## src/hdl/adc_ctl_pkg.sv

```systemverilog
// Shared constants, types and helpers for the converter control block
`default_nettype none

package adc_ctl_pkg;

  // Geometry
  localparam int unsigned RES_W   = 10;             // Result width in bits
  localparam int unsigned ADR_W   = 8;              // Byte address bits decoded
  localparam int unsigned IRQ_W   = 3;              // Number of interrupt sources

  // Register byte offsets, one aligned word each
  localparam logic [7:0] OFS_MON_CTRL  = 8'h00;     // Monitor control
  localparam logic [7:0] OFS_TRIG_CTRL = 8'h04;     // Hardware start and soft reset
  localparam logic [7:0] OFS_RES0_LO   = 8'h08;     // Result 0 low byte and flags
  localparam logic [7:0] OFS_RES0_HI   = 8'h0c;     // Result 0 upper eight bits
  localparam logic [7:0] OFS_RES1_LO   = 8'h10;     // Result 1 low byte and flags
  localparam logic [7:0] OFS_RES1_HI   = 8'h14;     // Result 1 upper eight bits
  localparam logic [7:0] OFS_IRQ_STAT  = 8'h18;     // Sticky event bits, write one to clear
  localparam logic [7:0] OFS_IRQ_MASK  = 8'h1c;     // Interrupt enables

  // Monitor control fields
  localparam int unsigned MON_EN_BIT  = 0;          // Monitor enable
  localparam int unsigned MON_SEL_LSB = 1;          // Four-bit result select
  localparam int unsigned MON_DIR_BIT = 5;          // 0 smaller, 1 larger
  localparam logic [7:0]  MON_RW_MASK = 8'h3f;      // Bits 7:6 read zero

  // Trigger control fields
  localparam int unsigned HP_SRC_BIT   = 7;         // Priority source, 1 timer 5
  localparam int unsigned HP_EN_BIT    = 6;         // Priority hardware start enable
  localparam int unsigned NM_SRC_BIT   = 5;         // Normal source, 1 timer 6
  localparam int unsigned NM_EN_BIT    = 4;         // Normal hardware start enable
  localparam logic [7:0]  TRIG_RW_MASK = 8'hf0;     // Soft reset field is write-only
  localparam logic [1:0]  SRST_FIRST   = 2'b10;     // Arms the soft reset
  localparam logic [1:0]  SRST_SECOND  = 2'b01;     // Fires it when armed

  // Values after reset
  localparam logic [7:0]       MON_CTRL_RST  = 8'h00;
  localparam logic [7:0]       TRIG_CTRL_RST = 8'h00;
  localparam logic [IRQ_W-1:0] IRQ_RST       = 3'h0;

  // Interrupt status bit positions
  localparam int unsigned IRQ_MON_BIT  = 0;         // Monitor condition met
  localparam int unsigned IRQ_OVR0_BIT = 1;         // Result 0 overrun
  localparam int unsigned IRQ_OVR1_BIT = 2;         // Result 1 overrun

  // Result index of the top-priority result register
  localparam logic [3:0] PRIO_IDX = 4'h8;

  // One stored result from the converter core
  typedef struct packed {
    logic             valid;                        // One-cycle store strobe
    logic [3:0]       idx;                          // 0..7 numbered, 8 priority
    logic [RES_W-1:0] data;                         // Converted value
  } result_evt_s;

  // Select codes 0xxx name a numbered register, 1xxx the priority one
  function automatic logic sel_hits(input logic [3:0] sel, input logic [3:0] idx);
    return sel[3] ? (idx == PRIO_IDX) : (idx == sel);
  endfunction

  // Lower result byte: two low result bits, zeros, overrun, stored
  function automatic logic [7:0] lo_byte(input logic [RES_W-1:0] d, input logic ovr, input logic rf);
    return {d[1:0], 4'h0, ovr, rf};
  endfunction

endpackage : adc_ctl_pkg

`default_nettype wire

```

## src/hdl/adc_ctl_top.sv

```systemverilog
// Converter control and result registers behind a classic Wishbone slave
//
// How it works
// - Monitor works only while enable bit set
// - Direction bit picks smaller or larger test
// - Select code picks result; 1xxx priority
// - Source bits pick trigger pin or timer
// - Start enables gate each hardware start
// - Pin trigger owned by priority blocks normal
// - Write 10 then 01 resets converter
// - Soft reset clears control bits; reprogram
// - Stored flag sets on store, clears on lower byte read
// - Overrun sets on unread overwrite, clears on lower byte read
`default_nettype none

module adc_ctl_top
  import adc_ctl_pkg::*;
(
  input  wire logic             clk_i,
  input  wire logic             rst_i,
  // Wishbone slave
  input  wire logic             wb_cyc_i,
  input  wire logic             wb_stb_i,
  input  wire logic             wb_we_i,
  input  wire logic [ADR_W-1:0] wb_adr_i,
  input  wire logic [3:0]       wb_sel_i,
  input  wire logic [31:0]      wb_dat_i,
  output logic      [31:0]      wb_dat_o,
  output logic                  wb_ack_o,
  // Converter core side
  input  wire logic             result_valid_i,
  input  wire logic [3:0]       result_index_i,
  input  wire logic [RES_W-1:0] result_data_i,
  input  wire logic [RES_W-1:0] compare_value_i,
  // Start sources
  input  wire logic             timer5_compare_match_i,
  input  wire logic             timer6_compare_match_i,
  input  wire logic             external_start_trigger_i,
  // Control outputs
  output logic                  priority_start_o,
  output logic                  normal_start_o,
  output logic                  converter_reset_o,
  output logic                  irq_o
);

  // Bus decode
  logic             req;                            // New access this cycle
  logic             wr_en;                          // Write with low lane
  logic             rd_en;                          // Read access
  logic             wr_mon;                         // Monitor control write
  logic             wr_trig;                        // Trigger control write
  logic             wr_stat;                        // Status clear write
  logic             wr_mask;                        // Mask write
  logic [7:0]       rdata;                          // Selected read byte

  // Control state
  logic [7:0]       mon_ctrl_r;                     // Monitor control
  logic [7:0]       trig_ctrl_r;                    // Trigger control, low bits zero
  logic             srst_armed_r;                   // First reset code seen
  logic             soft_rst;                       // Second code while armed

  // Interrupt state
  logic [IRQ_W-1:0] irq_stat_r;                     // Sticky events
  logic [IRQ_W-1:0] irq_mask_r;                     // Enables
  logic [IRQ_W-1:0] irq_ev;                         // Raw events
  logic [IRQ_W-1:0] irq_clr;                        // Write-one-to-clear bits

  // Pin trigger synchroniser and filter
  logic [2:0]       ext_sync_r;                     // Three stages
  logic             ext_lvl_r;                      // Accepted level
  logic             ext_rise;                       // Accepted rising edge

  // Start decisions
  logic             ext_to_prio;                    // Priority owns the pin
  logic             hp_fire;                        // Priority start now
  logic             nm_fire;                        // Normal start now

  // Result plumbing
  result_evt_s      evt;                            // Store from core
  logic [7:0]       r0_lo;
  logic [7:0]       r0_hi;
  logic [7:0]       r1_lo;
  logic [7:0]       r1_hi;
  logic             ovr0_evt;
  logic             ovr1_evt;
  logic             mon_hit;

  assign evt = '{valid: result_valid_i, idx: result_index_i, data: result_data_i};

  // One access per ack; the ack cycle itself is never a new request
  assign req     = wb_cyc_i && wb_stb_i && !wb_ack_o;
  assign wr_en   = req && wb_we_i && wb_sel_i[0];
  assign rd_en   = req && !wb_we_i;
  assign wr_mon  = wr_en && (wb_adr_i == OFS_MON_CTRL);
  assign wr_trig = wr_en && (wb_adr_i == OFS_TRIG_CTRL);
  assign wr_stat = wr_en && (wb_adr_i == OFS_IRQ_STAT);
  assign wr_mask = wr_en && (wb_adr_i == OFS_IRQ_MASK);

  // Second code only counts on the next trigger control write after the first
  assign soft_rst = wr_trig && srst_armed_r && (wb_dat_i[1:0] == SRST_SECOND);

  // Acknowledge every access one cycle after it is taken
  always_ff @(posedge clk_i)
  begin
    if (rst_i)
      wb_ack_o <= 1'b0;
    else
      wb_ack_o <= req;
  end

  // Read mux; unmapped addresses read zero
  always_comb
  begin
    unique case (wb_adr_i)
      OFS_MON_CTRL:  rdata = mon_ctrl_r;
      OFS_TRIG_CTRL: rdata = trig_ctrl_r;           // Reset field reads zero
      OFS_RES0_LO:   rdata = r0_lo;
      OFS_RES0_HI:   rdata = r0_hi;
      OFS_RES1_LO:   rdata = r1_lo;
      OFS_RES1_HI:   rdata = r1_hi;
      OFS_IRQ_STAT:  rdata = {5'h00, irq_stat_r};
      OFS_IRQ_MASK:  rdata = {5'h00, irq_mask_r};
      default:       rdata = 8'h00;
    endcase
  end

  // Read data registered with the ack; upper bits always zero
  always_ff @(posedge clk_i)
  begin
    if (rst_i)
      wb_dat_o <= 32'h0000_0000;
    else if (rd_en)
      wb_dat_o <= {24'h00_0000, rdata};
    else
      wb_dat_o <= 32'h0000_0000;
  end

  // Monitor control register
  always_ff @(posedge clk_i)
  begin
    if (rst_i || soft_rst)
      mon_ctrl_r <= MON_CTRL_RST;
    else if (wr_mon)
      mon_ctrl_r <= wb_dat_i[7:0] & MON_RW_MASK;
  end

  // Trigger control; a soft reset beats the bits written with it
  always_ff @(posedge clk_i)
  begin
    if (rst_i || soft_rst)
      trig_ctrl_r <= TRIG_CTRL_RST;
    else if (wr_trig)
      trig_ctrl_r <= wb_dat_i[7:0] & TRIG_RW_MASK;
  end

  // Soft reset sequencer; any other code disarms it
  always_ff @(posedge clk_i)
  begin
    if (rst_i)
      srst_armed_r <= 1'b0;
    else if (wr_trig)
      srst_armed_r <= (wb_dat_i[1:0] == SRST_FIRST);
  end

  // Reset pulse to the converter core
  always_ff @(posedge clk_i)
  begin
    if (rst_i)
      converter_reset_o <= 1'b0;
    else
      converter_reset_o <= soft_rst;
  end

  // Pin trigger: first stage feeds only the second
  always_ff @(posedge clk_i)
  begin
    if (rst_i)
      ext_sync_r <= 3'h0;
    else
      ext_sync_r <= {ext_sync_r[1:0], external_start_trigger_i};
  end

  // Level accepted only when the last two stages agree, filtering glitches
  always_ff @(posedge clk_i)
  begin
    if (rst_i)
      ext_lvl_r <= 1'b0;
    else if (ext_sync_r[1] == ext_sync_r[2])
      ext_lvl_r <= ext_sync_r[2];
  end

  assign ext_rise = (ext_sync_r[1] == ext_sync_r[2]) && ext_sync_r[2] && !ext_lvl_r;

  // Start selection; the pin path is kept although software should use timers
  assign ext_to_prio = trig_ctrl_r[HP_EN_BIT] && !trig_ctrl_r[HP_SRC_BIT];
  assign hp_fire = trig_ctrl_r[HP_EN_BIT] &&
                   (trig_ctrl_r[HP_SRC_BIT] ? timer5_compare_match_i : ext_rise);
  assign nm_fire = trig_ctrl_r[NM_EN_BIT] &&
                   (trig_ctrl_r[NM_SRC_BIT] ? timer6_compare_match_i
                                            : (ext_rise && !ext_to_prio));

  // Registered start strobes
  always_ff @(posedge clk_i)
  begin
    if (rst_i || soft_rst)
    begin
      priority_start_o <= 1'b0;
      normal_start_o   <= 1'b0;
    end
    else
    begin
      priority_start_o <= hp_fire;
      normal_start_o   <= nm_fire;
    end
  end

  // Result pairs 0 and 1
  result_slot #(.IDX(4'h0)) u_res0 (
    .clk_i     (clk_i),
    .rst_i     (rst_i),
    .clear_i   (soft_rst),
    .evt_i     (evt),
    .rd_lo_i   (rd_en && (wb_adr_i == OFS_RES0_LO)),
    .rd_hi_i   (rd_en && (wb_adr_i == OFS_RES0_HI)),
    .lo_o      (r0_lo),
    .hi_o      (r0_hi),
    .ovr_evt_o (ovr0_evt)
  );

  result_slot #(.IDX(4'h1)) u_res1 (
    .clk_i     (clk_i),
    .rst_i     (rst_i),
    .clear_i   (soft_rst),
    .evt_i     (evt),
    .rd_lo_i   (rd_en && (wb_adr_i == OFS_RES1_LO)),
    .rd_hi_i   (rd_en && (wb_adr_i == OFS_RES1_HI)),
    .lo_o      (r1_lo),
    .hi_o      (r1_hi),
    .ovr_evt_o (ovr1_evt)
  );

  // Monitor watches every store, not only pairs 0 and 1
  result_monitor u_mon (
    .clk_i (clk_i),
    .rst_i (rst_i),
    .en_i  (mon_ctrl_r[MON_EN_BIT]),
    .dir_i (mon_ctrl_r[MON_DIR_BIT]),
    .sel_i (mon_ctrl_r[MON_SEL_LSB +: 4]),
    .cmp_i (compare_value_i),
    .evt_i (evt),
    .hit_o (mon_hit)
  );

  // Event vector for the status register
  always_comb
  begin
    irq_ev               = '0;
    irq_ev[IRQ_MON_BIT]  = mon_hit;
    irq_ev[IRQ_OVR0_BIT] = ovr0_evt;
    irq_ev[IRQ_OVR1_BIT] = ovr1_evt;
  end

  assign irq_clr = wr_stat ? wb_dat_i[IRQ_W-1:0] : '0;

  // Sticky status; a new event beats a clear in the same cycle
  always_ff @(posedge clk_i)
  begin
    if (rst_i)
      irq_stat_r <= IRQ_RST;
    else
      irq_stat_r <= (irq_stat_r & ~irq_clr) | irq_ev;
  end

  // Mask register
  always_ff @(posedge clk_i)
  begin
    if (rst_i)
      irq_mask_r <= IRQ_RST;
    else if (wr_mask)
      irq_mask_r <= wb_dat_i[IRQ_W-1:0];
  end

  // Level interrupt, one cycle behind the status register
  always_ff @(posedge clk_i)
  begin
    if (rst_i)
      irq_o <= 1'b0;
    else
      irq_o <= |(irq_stat_r & irq_mask_r);
  end

  // Checker keeps its own note of the last trigger write, apart from the sequencer it watches
  logic             arm_seen_r;                     // Last trigger write carried the arming code
  always_ff @(posedge clk_i)
  begin
    if (rst_i)
      arm_seen_r <= 1'b0;
    else if (wr_trig)
      arm_seen_r <= (wb_dat_i[1:0] == SRST_FIRST);
  end
endmodule // adc_ctl_top

`default_nettype wire

```

## src/hdl/result_slot.sv

```systemverilog
// One result register pair with stored and overrun flags
`default_nettype none

module result_slot
  import adc_ctl_pkg::*;
#(
  parameter logic [3:0] IDX = 4'h0                  // Result index served here
)(
  input  wire logic        clk_i,
  input  wire logic        rst_i,
  input  wire logic        clear_i,                 // Converter soft reset
  input  wire result_evt_s evt_i,                   // Store from converter core
  input  wire logic        rd_lo_i,                 // Lower byte read taken
  input  wire logic        rd_hi_i,                 // Upper byte read taken
  output logic [7:0]       lo_o,                    // Lower byte image
  output logic [7:0]       hi_o,                    // Upper byte image
  output logic             ovr_evt_o                // Overrun happened, pulse
);

  logic [RES_W-1:0] data_r;                         // Held result
  logic             rf_r;                           // Result stored flag
  logic             ovr_r;                          // Overrun flag
  logic             stored_r;                       // Something was ever stored
  logic             hi_rd_r;                        // Upper read since store
  logic             lo_rd_r;                        // Lower read since store
  logic             wr;                             // Store aimed at this slot
  logic             unread;                         // Previous result not fully read

  assign wr     = evt_i.valid && (evt_i.idx == IDX);
  assign unread = stored_r && !(hi_rd_r && lo_rd_r);

  // Result value, split over the two bytes
  always_ff @(posedge clk_i)
  begin
    if (rst_i || clear_i)
      data_r <= '0;
    else if (wr)
      data_r <= evt_i.data;
  end

  // Stored flag: a store in the same cycle as a read wins
  always_ff @(posedge clk_i)
  begin
    if (rst_i || clear_i)
      rf_r <= 1'b0;
    else if (wr)
      rf_r <= 1'b1;
    else if (rd_lo_i)
      rf_r <= 1'b0;
  end

  // Read tracking; a read racing a store counts for neither the old value nor the new one
  always_ff @(posedge clk_i)
  begin
    if (rst_i || clear_i)
    begin
      stored_r <= 1'b0;
      hi_rd_r  <= 1'b0;
      lo_rd_r  <= 1'b0;
    end
    else if (wr)
    begin
      stored_r <= 1'b1;
      hi_rd_r  <= 1'b0;
      lo_rd_r  <= 1'b0;
    end
    else
    begin
      hi_rd_r <= hi_rd_r || rd_hi_i;
      lo_rd_r <= lo_rd_r || rd_lo_i;
    end
  end

  // Overrun flag lives in the lower byte, so reading that byte clears it
  always_ff @(posedge clk_i)
  begin
    if (rst_i || clear_i)
    begin
      ovr_r     <= 1'b0;
      ovr_evt_o <= 1'b0;
    end
    else
    begin
      ovr_evt_o <= wr && unread;
      if (wr && unread)
        ovr_r <= 1'b1;
      else if (rd_lo_i)
        ovr_r <= 1'b0;
    end
  end

  assign lo_o = lo_byte(data_r, ovr_r, rf_r);
  assign hi_o = data_r[RES_W-1:2];
endmodule // result_slot

`default_nettype wire

```

## src/hdl/result_monitor.sv

```systemverilog
// Compares a selected stored result against the comparison value
`default_nettype none

module result_monitor
  import adc_ctl_pkg::*;
(
  input  wire logic             clk_i,
  input  wire logic             rst_i,
  input  wire logic             en_i,               // Monitor enable
  input  wire logic             dir_i,              // 0 smaller, 1 larger
  input  wire logic [3:0]       sel_i,              // Result select code
  input  wire logic [RES_W-1:0] cmp_i,              // Comparison value
  input  wire result_evt_s      evt_i,              // Store from converter core
  output logic                  hit_o               // Condition met, pulse
);

  logic hit_nxt;                                    // Qualifying store this cycle

  // Judge each store as it lands, so each result counts exactly once
  always_comb
  begin
    hit_nxt = 1'b0;
    if (en_i && evt_i.valid && sel_hits(sel_i, evt_i.idx))
      hit_nxt = dir_i ? (evt_i.data > cmp_i) : (evt_i.data < cmp_i);
  end

  // Registered pulse
  always_ff @(posedge clk_i)
  begin
    if (rst_i)
      hit_o <= 1'b0;
    else
      hit_o <= hit_nxt;
  end
endmodule // result_monitor

`default_nettype wire

```

## config.mk

```make
export PLATFORM = sky130hd
export DESIGN_NAME = adc_ctl_top
export DESIGN_NICKNAME = d
export VERILOG_FILES = /design/src/hdl/adc_ctl_pkg.sv /design/src/hdl/adc_ctl_top.sv /design/src/hdl/result_slot.sv /design/src/hdl/result_monitor.sv
export SDC_FILE = /design/constraint.sdc
export NUM_CORES = 1
export LEC_CHECK = 0
export BUFFER_PORTS_ARGS = -buffer_cell sky130_fd_sc_hd__buf_2
export CAP_MARGIN = 20
export CELL_PAD_IN_SITES_DETAIL_PLACEMENT = 1
export CELL_PAD_IN_SITES_GLOBAL_PLACEMENT = 1
export CORE_ASPECT_RATIO = 1.25
export CORE_UTILIZATION = 38
export DETAILED_ROUTE_END_ITERATION = 16
export PLACE_DENSITY_LB_ADDON = 0.1
export SYNTH_ARGS = -nofsm -noshare
export SYNTH_HDL_FRONTEND = slang
export SYNTH_HIERARCHICAL = 1
export SYNTH_SLANG_ARGS = --single-unit
```

## constraint.sdc

```tcl
create_clock -name clk_i -period 2 [get_ports clk_i]
set_input_delay 0.1 -clock clk_i [delete_from_list [all_inputs] [get_ports clk_i]]
set_output_delay 0.1 -clock clk_i [all_outputs]
set_load 0.02 [all_outputs]
```

Yosys cells after proc, flatten, opt, wreduce, memory -nomap -nowiden
Cells that the tools add are included.
{"block": "totals", "register_bits": 91, "out_inout_bits": 37, "wordCells": 116}
{"block": "classes", "order_cmp": 2, "eq_ne": 13, "muxes": 12, "bitwise_logic": 6, "reduce_logical": 54}
{"operator": "8-bit case mux with 8 select lines", "count": 1}
{"operator": "8-bit by 5-bit equality test with 1-bit output, second input constant", "count": 4}
{"operator": "1-bit logical AND", "count": 31}
{"operator": "8-bit by 4-bit equality test with 1-bit output, second input constant", "count": 2}
{"operator": "10-bit > comparator", "count": 1}
{"operator": "10-bit less-than comparator", "count": 1}
{"operator": "1-bit two-way mux", "count": 10}
{"operator": "8-bit by 3-bit equality test with 1-bit output, second input constant", "count": 1}
{"operator": "8-bit logical NOT", "count": 1}
{"operator": "2-bit nonzero test", "count": 4}
{"operator": "2-bit OR reduction", "count": 4}
{"operator": "1-bit logical NOT", "count": 7}
{"operator": "3-bit AND", "count": 2}
{"operator": "1-bit logical OR", "count": 5}
{"operator": "4-bit by 1-bit equality test with 1-bit output, second input constant", "count": 1}
{"operator": "4-bit equality test", "count": 1}
{"operator": "4-bit equality test, second input constant", "count": 1}
{"operator": "4-bit logical NOT", "count": 1}
{"operator": "3-bit two-way mux", "count": 1}
{"operator": "3-bit NOT", "count": 1}
{"operator": "3-bit bitwise OR", "count": 1}
{"operator": "3-bit OR reduction", "count": 1}
{"operator": "2-bit by 1-bit equality test with 1-bit output, second input constant", "count": 1}
{"operator": "2-bit equality test, second input constant", "count": 1}
{"operator": "2 further kinds", "count": 3}

Depth between registers and ports, before layout
{"block": "logic_depth", "depth_word": 9, "ltp_mapped": 10, "depth_no_buf": 7}

By module
The synthesis kept the hierarchy.
{"mod": "adc_ctl_top", "instances": 1, "cells_per_inst": 221, "area_per_inst_um2": 1953.1}
{"mod": "result_slot (u_res1)", "instances": 1, "cells_per_inst": 72, "area_per_inst_um2": 693.2}
{"mod": "result_slot (u_res0)", "instances": 1, "cells_per_inst": 72, "area_per_inst_um2": 686.9}
{"mod": "result_monitor", "instances": 1, "cells_per_inst": 52, "area_per_inst_um2": 372.9}

Worst setup path after synthesis
Ideal clock, no wire load.
{"block": "synth_path", "kind": "flip-flop to flip-flop", "startpoint": "register wb_ack_o", "endpoint": "register u_res0.ovr_evt_o", "setup_time_ns": 0.115, "arrival_ns": 1.804, "required_time_ns": 1.885, "setup_slack_ns": 0.081, "path_stages_with_launch": 9, "n_path_buf": 2, "synth_period_minus_slack_ns": 1.919, "path_cell_list": "dfxtp_1 > nor4_1 > and2_0 > clkbuf_1 > nand2_1 > nor2_1 > nor2_1 > buf_2 > and2_1"}
{"block": "synth_via", "elab_chain_len": 8}
{"element": "start, declared", "line_no": "adc_ctl_top.sv:29", "source": "output logic wb_ack_o,"}
{"element": "start signal, assigned", "line_no": "adc_ctl_top.sv:108", "source": "wb_ack_o <= req;"}
{"element": "1-bit logical NOT", "line_no": "adc_ctl_top.sv:91", "source": "assign req = wb_cyc_i && wb_stb_i && !wb_ack_o;"}
{"element": "1-bit logical AND", "line_no": "adc_ctl_top.sv:91"}
{"element": "1-bit logical AND (2 in a row)", "line_no": "adc_ctl_top.sv:92", "source": "assign wr_en = req && wb_we_i && wb_sel_i[0];"}
{"element": "1-bit logical AND", "line_no": "adc_ctl_top.sv:95", "source": "assign wr_trig = wr_en && (wb_adr_i == OFS_TRIG_CTRL);"}
{"element": "1-bit logical AND (2 in a row)", "line_no": "adc_ctl_top.sv:100", "source": "assign soft_rst = wr_trig && srst_armed_r && (wb_dat_i[1:0] == SRST_SECOND);"}
{"element": "named net soft_rst", "line_no": "adc_ctl_top.sv:60", "source": "logic soft_rst;"}
{"element": "1-bit logical OR", "line_no": "result_slot.sv:77", "source": "if (rst_i || clear_i)"}
{"element": "end signal, assigned", "line_no": "result_slot.sv:84", "source": "ovr_evt_o <= wr && unread;"}
{"element": "end, declared", "line_no": "result_slot.sv:17", "source": "output logic ovr_evt_o"}
The timed path passes the listed nets, and every way through them passes these cells.
A chain may end at the register's enable or synchronous reset.

Final worst setup path
{"block": "layout_path", "startpoint": "register wb_ack_o", "endpoint": "register u_res0.data_r[9]"}
{"block": "layout_via", "elab_chain_len": 8}
{"element": "1-bit logical NOT", "line_no": "adc_ctl_top.sv:91"}
{"element": "1-bit logical AND", "line_no": "adc_ctl_top.sv:91"}
{"element": "1-bit logical AND (2 in a row)", "line_no": "adc_ctl_top.sv:92"}
{"element": "1-bit logical AND", "line_no": "adc_ctl_top.sv:95"}
{"element": "1-bit logical AND (2 in a row)", "line_no": "adc_ctl_top.sv:100"}
{"element": "named net soft_rst", "line_no": "adc_ctl_top.sv:60"}
{"element": "1-bit logical OR", "line_no": "result_slot.sv:35", "source": "if (rst_i || clear_i)"}
{"element": "end signal, assigned", "line_no": "result_slot.sv:38", "source": "data_r <= evt_i.data;"}
{"element": "end, declared", "line_no": "result_slot.sv:20", "source": "logic [RES_W-1:0] data_r;"}
The timed path passes the listed nets, and every way through them passes these cells.

==> results.py <==
metrics = {
    "timing": {
        "final_max_slew_viol_count": 0,
        "tns_ps": 0,
        "timing.hold.ws_ps": 29.4,
        "fmax_ghz": 0.567,
        "hold_violations": 0,
        "rsz0062_at_grt": "no",
        "fin_skew_ps": 3.26,
        "fin_crit_ps": 1760,
        "worst_pin_slew_ps": 530,
        "finalCritPeriodShare_pct": 88.2,
        "max-slew-margin-rel_pct": 64.6,
        "setup_viol": 0,
    },
    "global_routing": {
        "antenna_found_initial": 0,
        "grt_max_degree": 25,
        "global_route.usage.met1_pct": 24.1,
        "grt_overflow": 0,
        "grt_busiest_layer": "met2",
        "grtUsageTotal_pct": 21.2,
        "grt_pass1_vias": 3182,
        "grt_pass1_wl_mm": 16.3,
        "use_met3_pct": 3.73,
        "grt_use_met2_pct": 38.5,
    },
    "setup_path": {
        "critical_path.startpoint_type": "flop",
        "critPathRequiredTime_ps": 2210,
        "worst_setup_path_end_kind": "flop",
        "worstPathArrival_ps": 1980,
        "cp_max_fo": 24,
        "criticalPathCategory": "reg2reg",
    },
    "clocking": {
        "h-tree-depth": 3,
        "cts_tree": "built",
        "clkTransAtPathRegs_ps": 50,
        "clock_path_buffers": 2,
        "cts_buffers": 9,
        "cts_root_buffer": "clkbuf_16",
        "clk_latency_ps": 330,
        "cts.sinks": 67,
    },
    "hold_path": {
        "hp-class": "in2reg",
    },
    "route": {
        "num_vias": 3076,
        "drt_iter0_drc": 75,
        "wl_per_cell_um": 16.3,
        "via_per_inst": 5.04,
        "wl_mm": 9.93,
        "postRouteAntennaNets": 0,
        "first_pass_iters": 6,
        "drc": 0,
    },
    "finish": {
        "layout-drive-gt1-share_pct": 23.6,
        "area_delta_synth_final_pct": 16.5,
        "fin_nets": 570,
        "final_area_mm2": 0.00432,
        "nFillCells": 1140,
        "antenna_cells": 0,
        "final_util_pct": 46.3,
        "instances_no_fill": 610,
    },
    "floorplan": {
        "die_y_um": 112,
        "chipWidth_um": 90.3,
        "initial_core_util_pct": 39.8,
        "rows": 39,
        "ios": 114,
        "dieArea_mm2": 0.0102,
        "coreArea_mm2": 0.00932,
    },
    "job": {
        "max-cap-violations": 0,
    },
    "synth": {
        "avgSynthCellArea_um2": 8.89,
        "synth-main-ff-cell": "dfxtp_1",
        "synth_cells": 417,
        "synth.top_cell.area_share_pct": 36.2,
        "ys_seq_area_share_pct": 36.2,
        "synth_cell_types": 62,
        "synthArstFlopShare_pct": 0,
        "yosys_warnings": 6,
        "yosys-top-cells-area": "dfxtp_1, mux2i_1, buf_4",
        "ys_ff_latch": 67,
        "synthesis.area_mm2": 0.00371,
        "synth_area_leader_cell": "dfxtp_1",
        "yosysMostFrequentCell": "dfxtp_1",
        "netlist_top_cells_count": "dfxtp_1, nand2_1, mux2i_1",
        "synth_edf_count": 0,
    },
    "power_and_ir_drop": {
        "p_leak_nw": 1.82,
        "ir_worst_vdd_mv": 0.333,
        "powerDensity_mw_per_mm2": 741,
    },
    "run_status": {
        "status": "finished, final reports clean",
    },
    "placed_design": {
        "dpl.hpwl_mm": 7.69,
        "io_buffers": 62,
        "gp_congestion": 0.860,
        "placed_cells_incl_taps": 593,
        "place_area_mm2": 0.00401,
    },
}
==> kinds of logic (layout without fill, tap and decap cells) <==
group                    after synthesis  in the layout  synth area share, %
multiplexers                          44             44                 12.3
flip-flops                            67             67                 36.2
AO/OA/AOI/OAI                         57             57                 11.0
other                                  3             32                0.304
adder cells (fa/ha/maj)               11             11                 3.71
AND/OR/NAND/NOR                      159            159                 23.1
buffers and inverters                 73            114                 12.6
XOR/XNOR                               3              3                0.709
==> state kept, by name, summed over array words and instances (netlist names), 3 cells and up <==
| name | count |
|---|---|
| ext_sync_r | 3 |
| irq_mask_r | 3 |
| irq_stat_r | 3 |
| mon_ctrl_r | 6 |
| trig_ctrl_r | 4 |
| u_res0/data_r | 10 |
| u_res1/data_r | 10 |
| wb_dat_o | 8 |
==> cells in the final DEF (no fill, tap or decap), types with 3 or more instances in the layout <==
| cell type | instances |
|---|---|
| clkbuf_8 | 4 |
| conb_1 | 32 |
| clkbuf_16 | 9 |
| buf_2 | 62 |
| ha_1 | 11 |
| a21oi_1 | 12 |
| a31oi_1 | 4 |
| o22a_1 | 4 |
| nand2_1 | 53 |
| o21a_1 | 6 |
| mux2i_1 | 40 |
| nor2_1 | 30 |
| nand4_1 | 7 |
| a22oi_1 | 6 |
| a311oi_1 | 3 |
| dfxtp_1 | 67 |
| nor2_2 | 3 |
| nand3_1 | 7 |
| o21ai_0 | 9 |
| nor4_1 | 6 |
| inv_1 | 17 |
| nand2b_1 | 4 |
| mux2_2 | 3 |
| nor2b_1 | 11 |
| buf_4 | 18 |
| nor3_1 | 10 |
==> area by class of cell <==
class                           instances  area [µm²]  share of cell area, %
Sequential cell                        67        1340                   31.1
Timing Repair Buffer                   81         455                   10.6
Multi-Input combinational cell        306        2010                   46.6
Clock inverter                          1        5.00                  0.116
Inverter                               17        63.8                   1.48
Tap cell                              123         154                   3.57
Clock buffer                           15         288                   6.67
==> final timing paths <==
check           startpoint          endpoint  slack [ps]  cells after the start
max               wb_ack_o  u_res0/data_r[9]         240                      8
min            wb_dat_i[3]     mon_ctrl_r[3]          30                      3
max reg2reg       wb_ack_o  u_res0/data_r[9]         240                      8
min reg2reg  ext_sync_r[0]     ext_sync_r[1]         450                      1
==> through the flow <==
step | total power, mW | setup slack [ps]
floorplan | 1.63 | 81.2
global placement | 1.70 | 167
detailed placement | 1.71 | 153
CTS | 3.23 | 87.7
global route | 3.34 | 65.5
finish | 3.20 | 237
==> metal layers <==
layer | vias up | wire length [µm]
li1 | 1524 | -
met1 | 1479 | 4290
met2 | 63 | 5200
met3 | 10 | 272
met4 | 0 | 159
met5 | - | 0
==> critical path: stages (launching register included) <==
cell	delay [ps]
dfxtp_1	320
nor4_1	300
and2_0	240
nand2_1	110
nor2_2	200
nor2_1	80
buf_4	220
nand2_1	100
mux2i_1	70
==> power by group <==
| part | switching, mW | internal [mW] |
|---|---|---|
| combinational | 0.205 | 0.121 |
| sequential | 0.00597 | 1.35 |
| clock | 0.545 | 0.973 |
==> what timing repair did <==
| item | CTS | global route |
|---|---|---|
| setup endpoints to repair | 0 | 7 |
| endpoints found under the hold margin | 1 | 0 |
| hold buffers | 1 | 0 |
| setup buffers | 0 | 0 |
| resized for setup | 0 | 1 |
No activity file was read; power rests on OpenSTA's default activity.
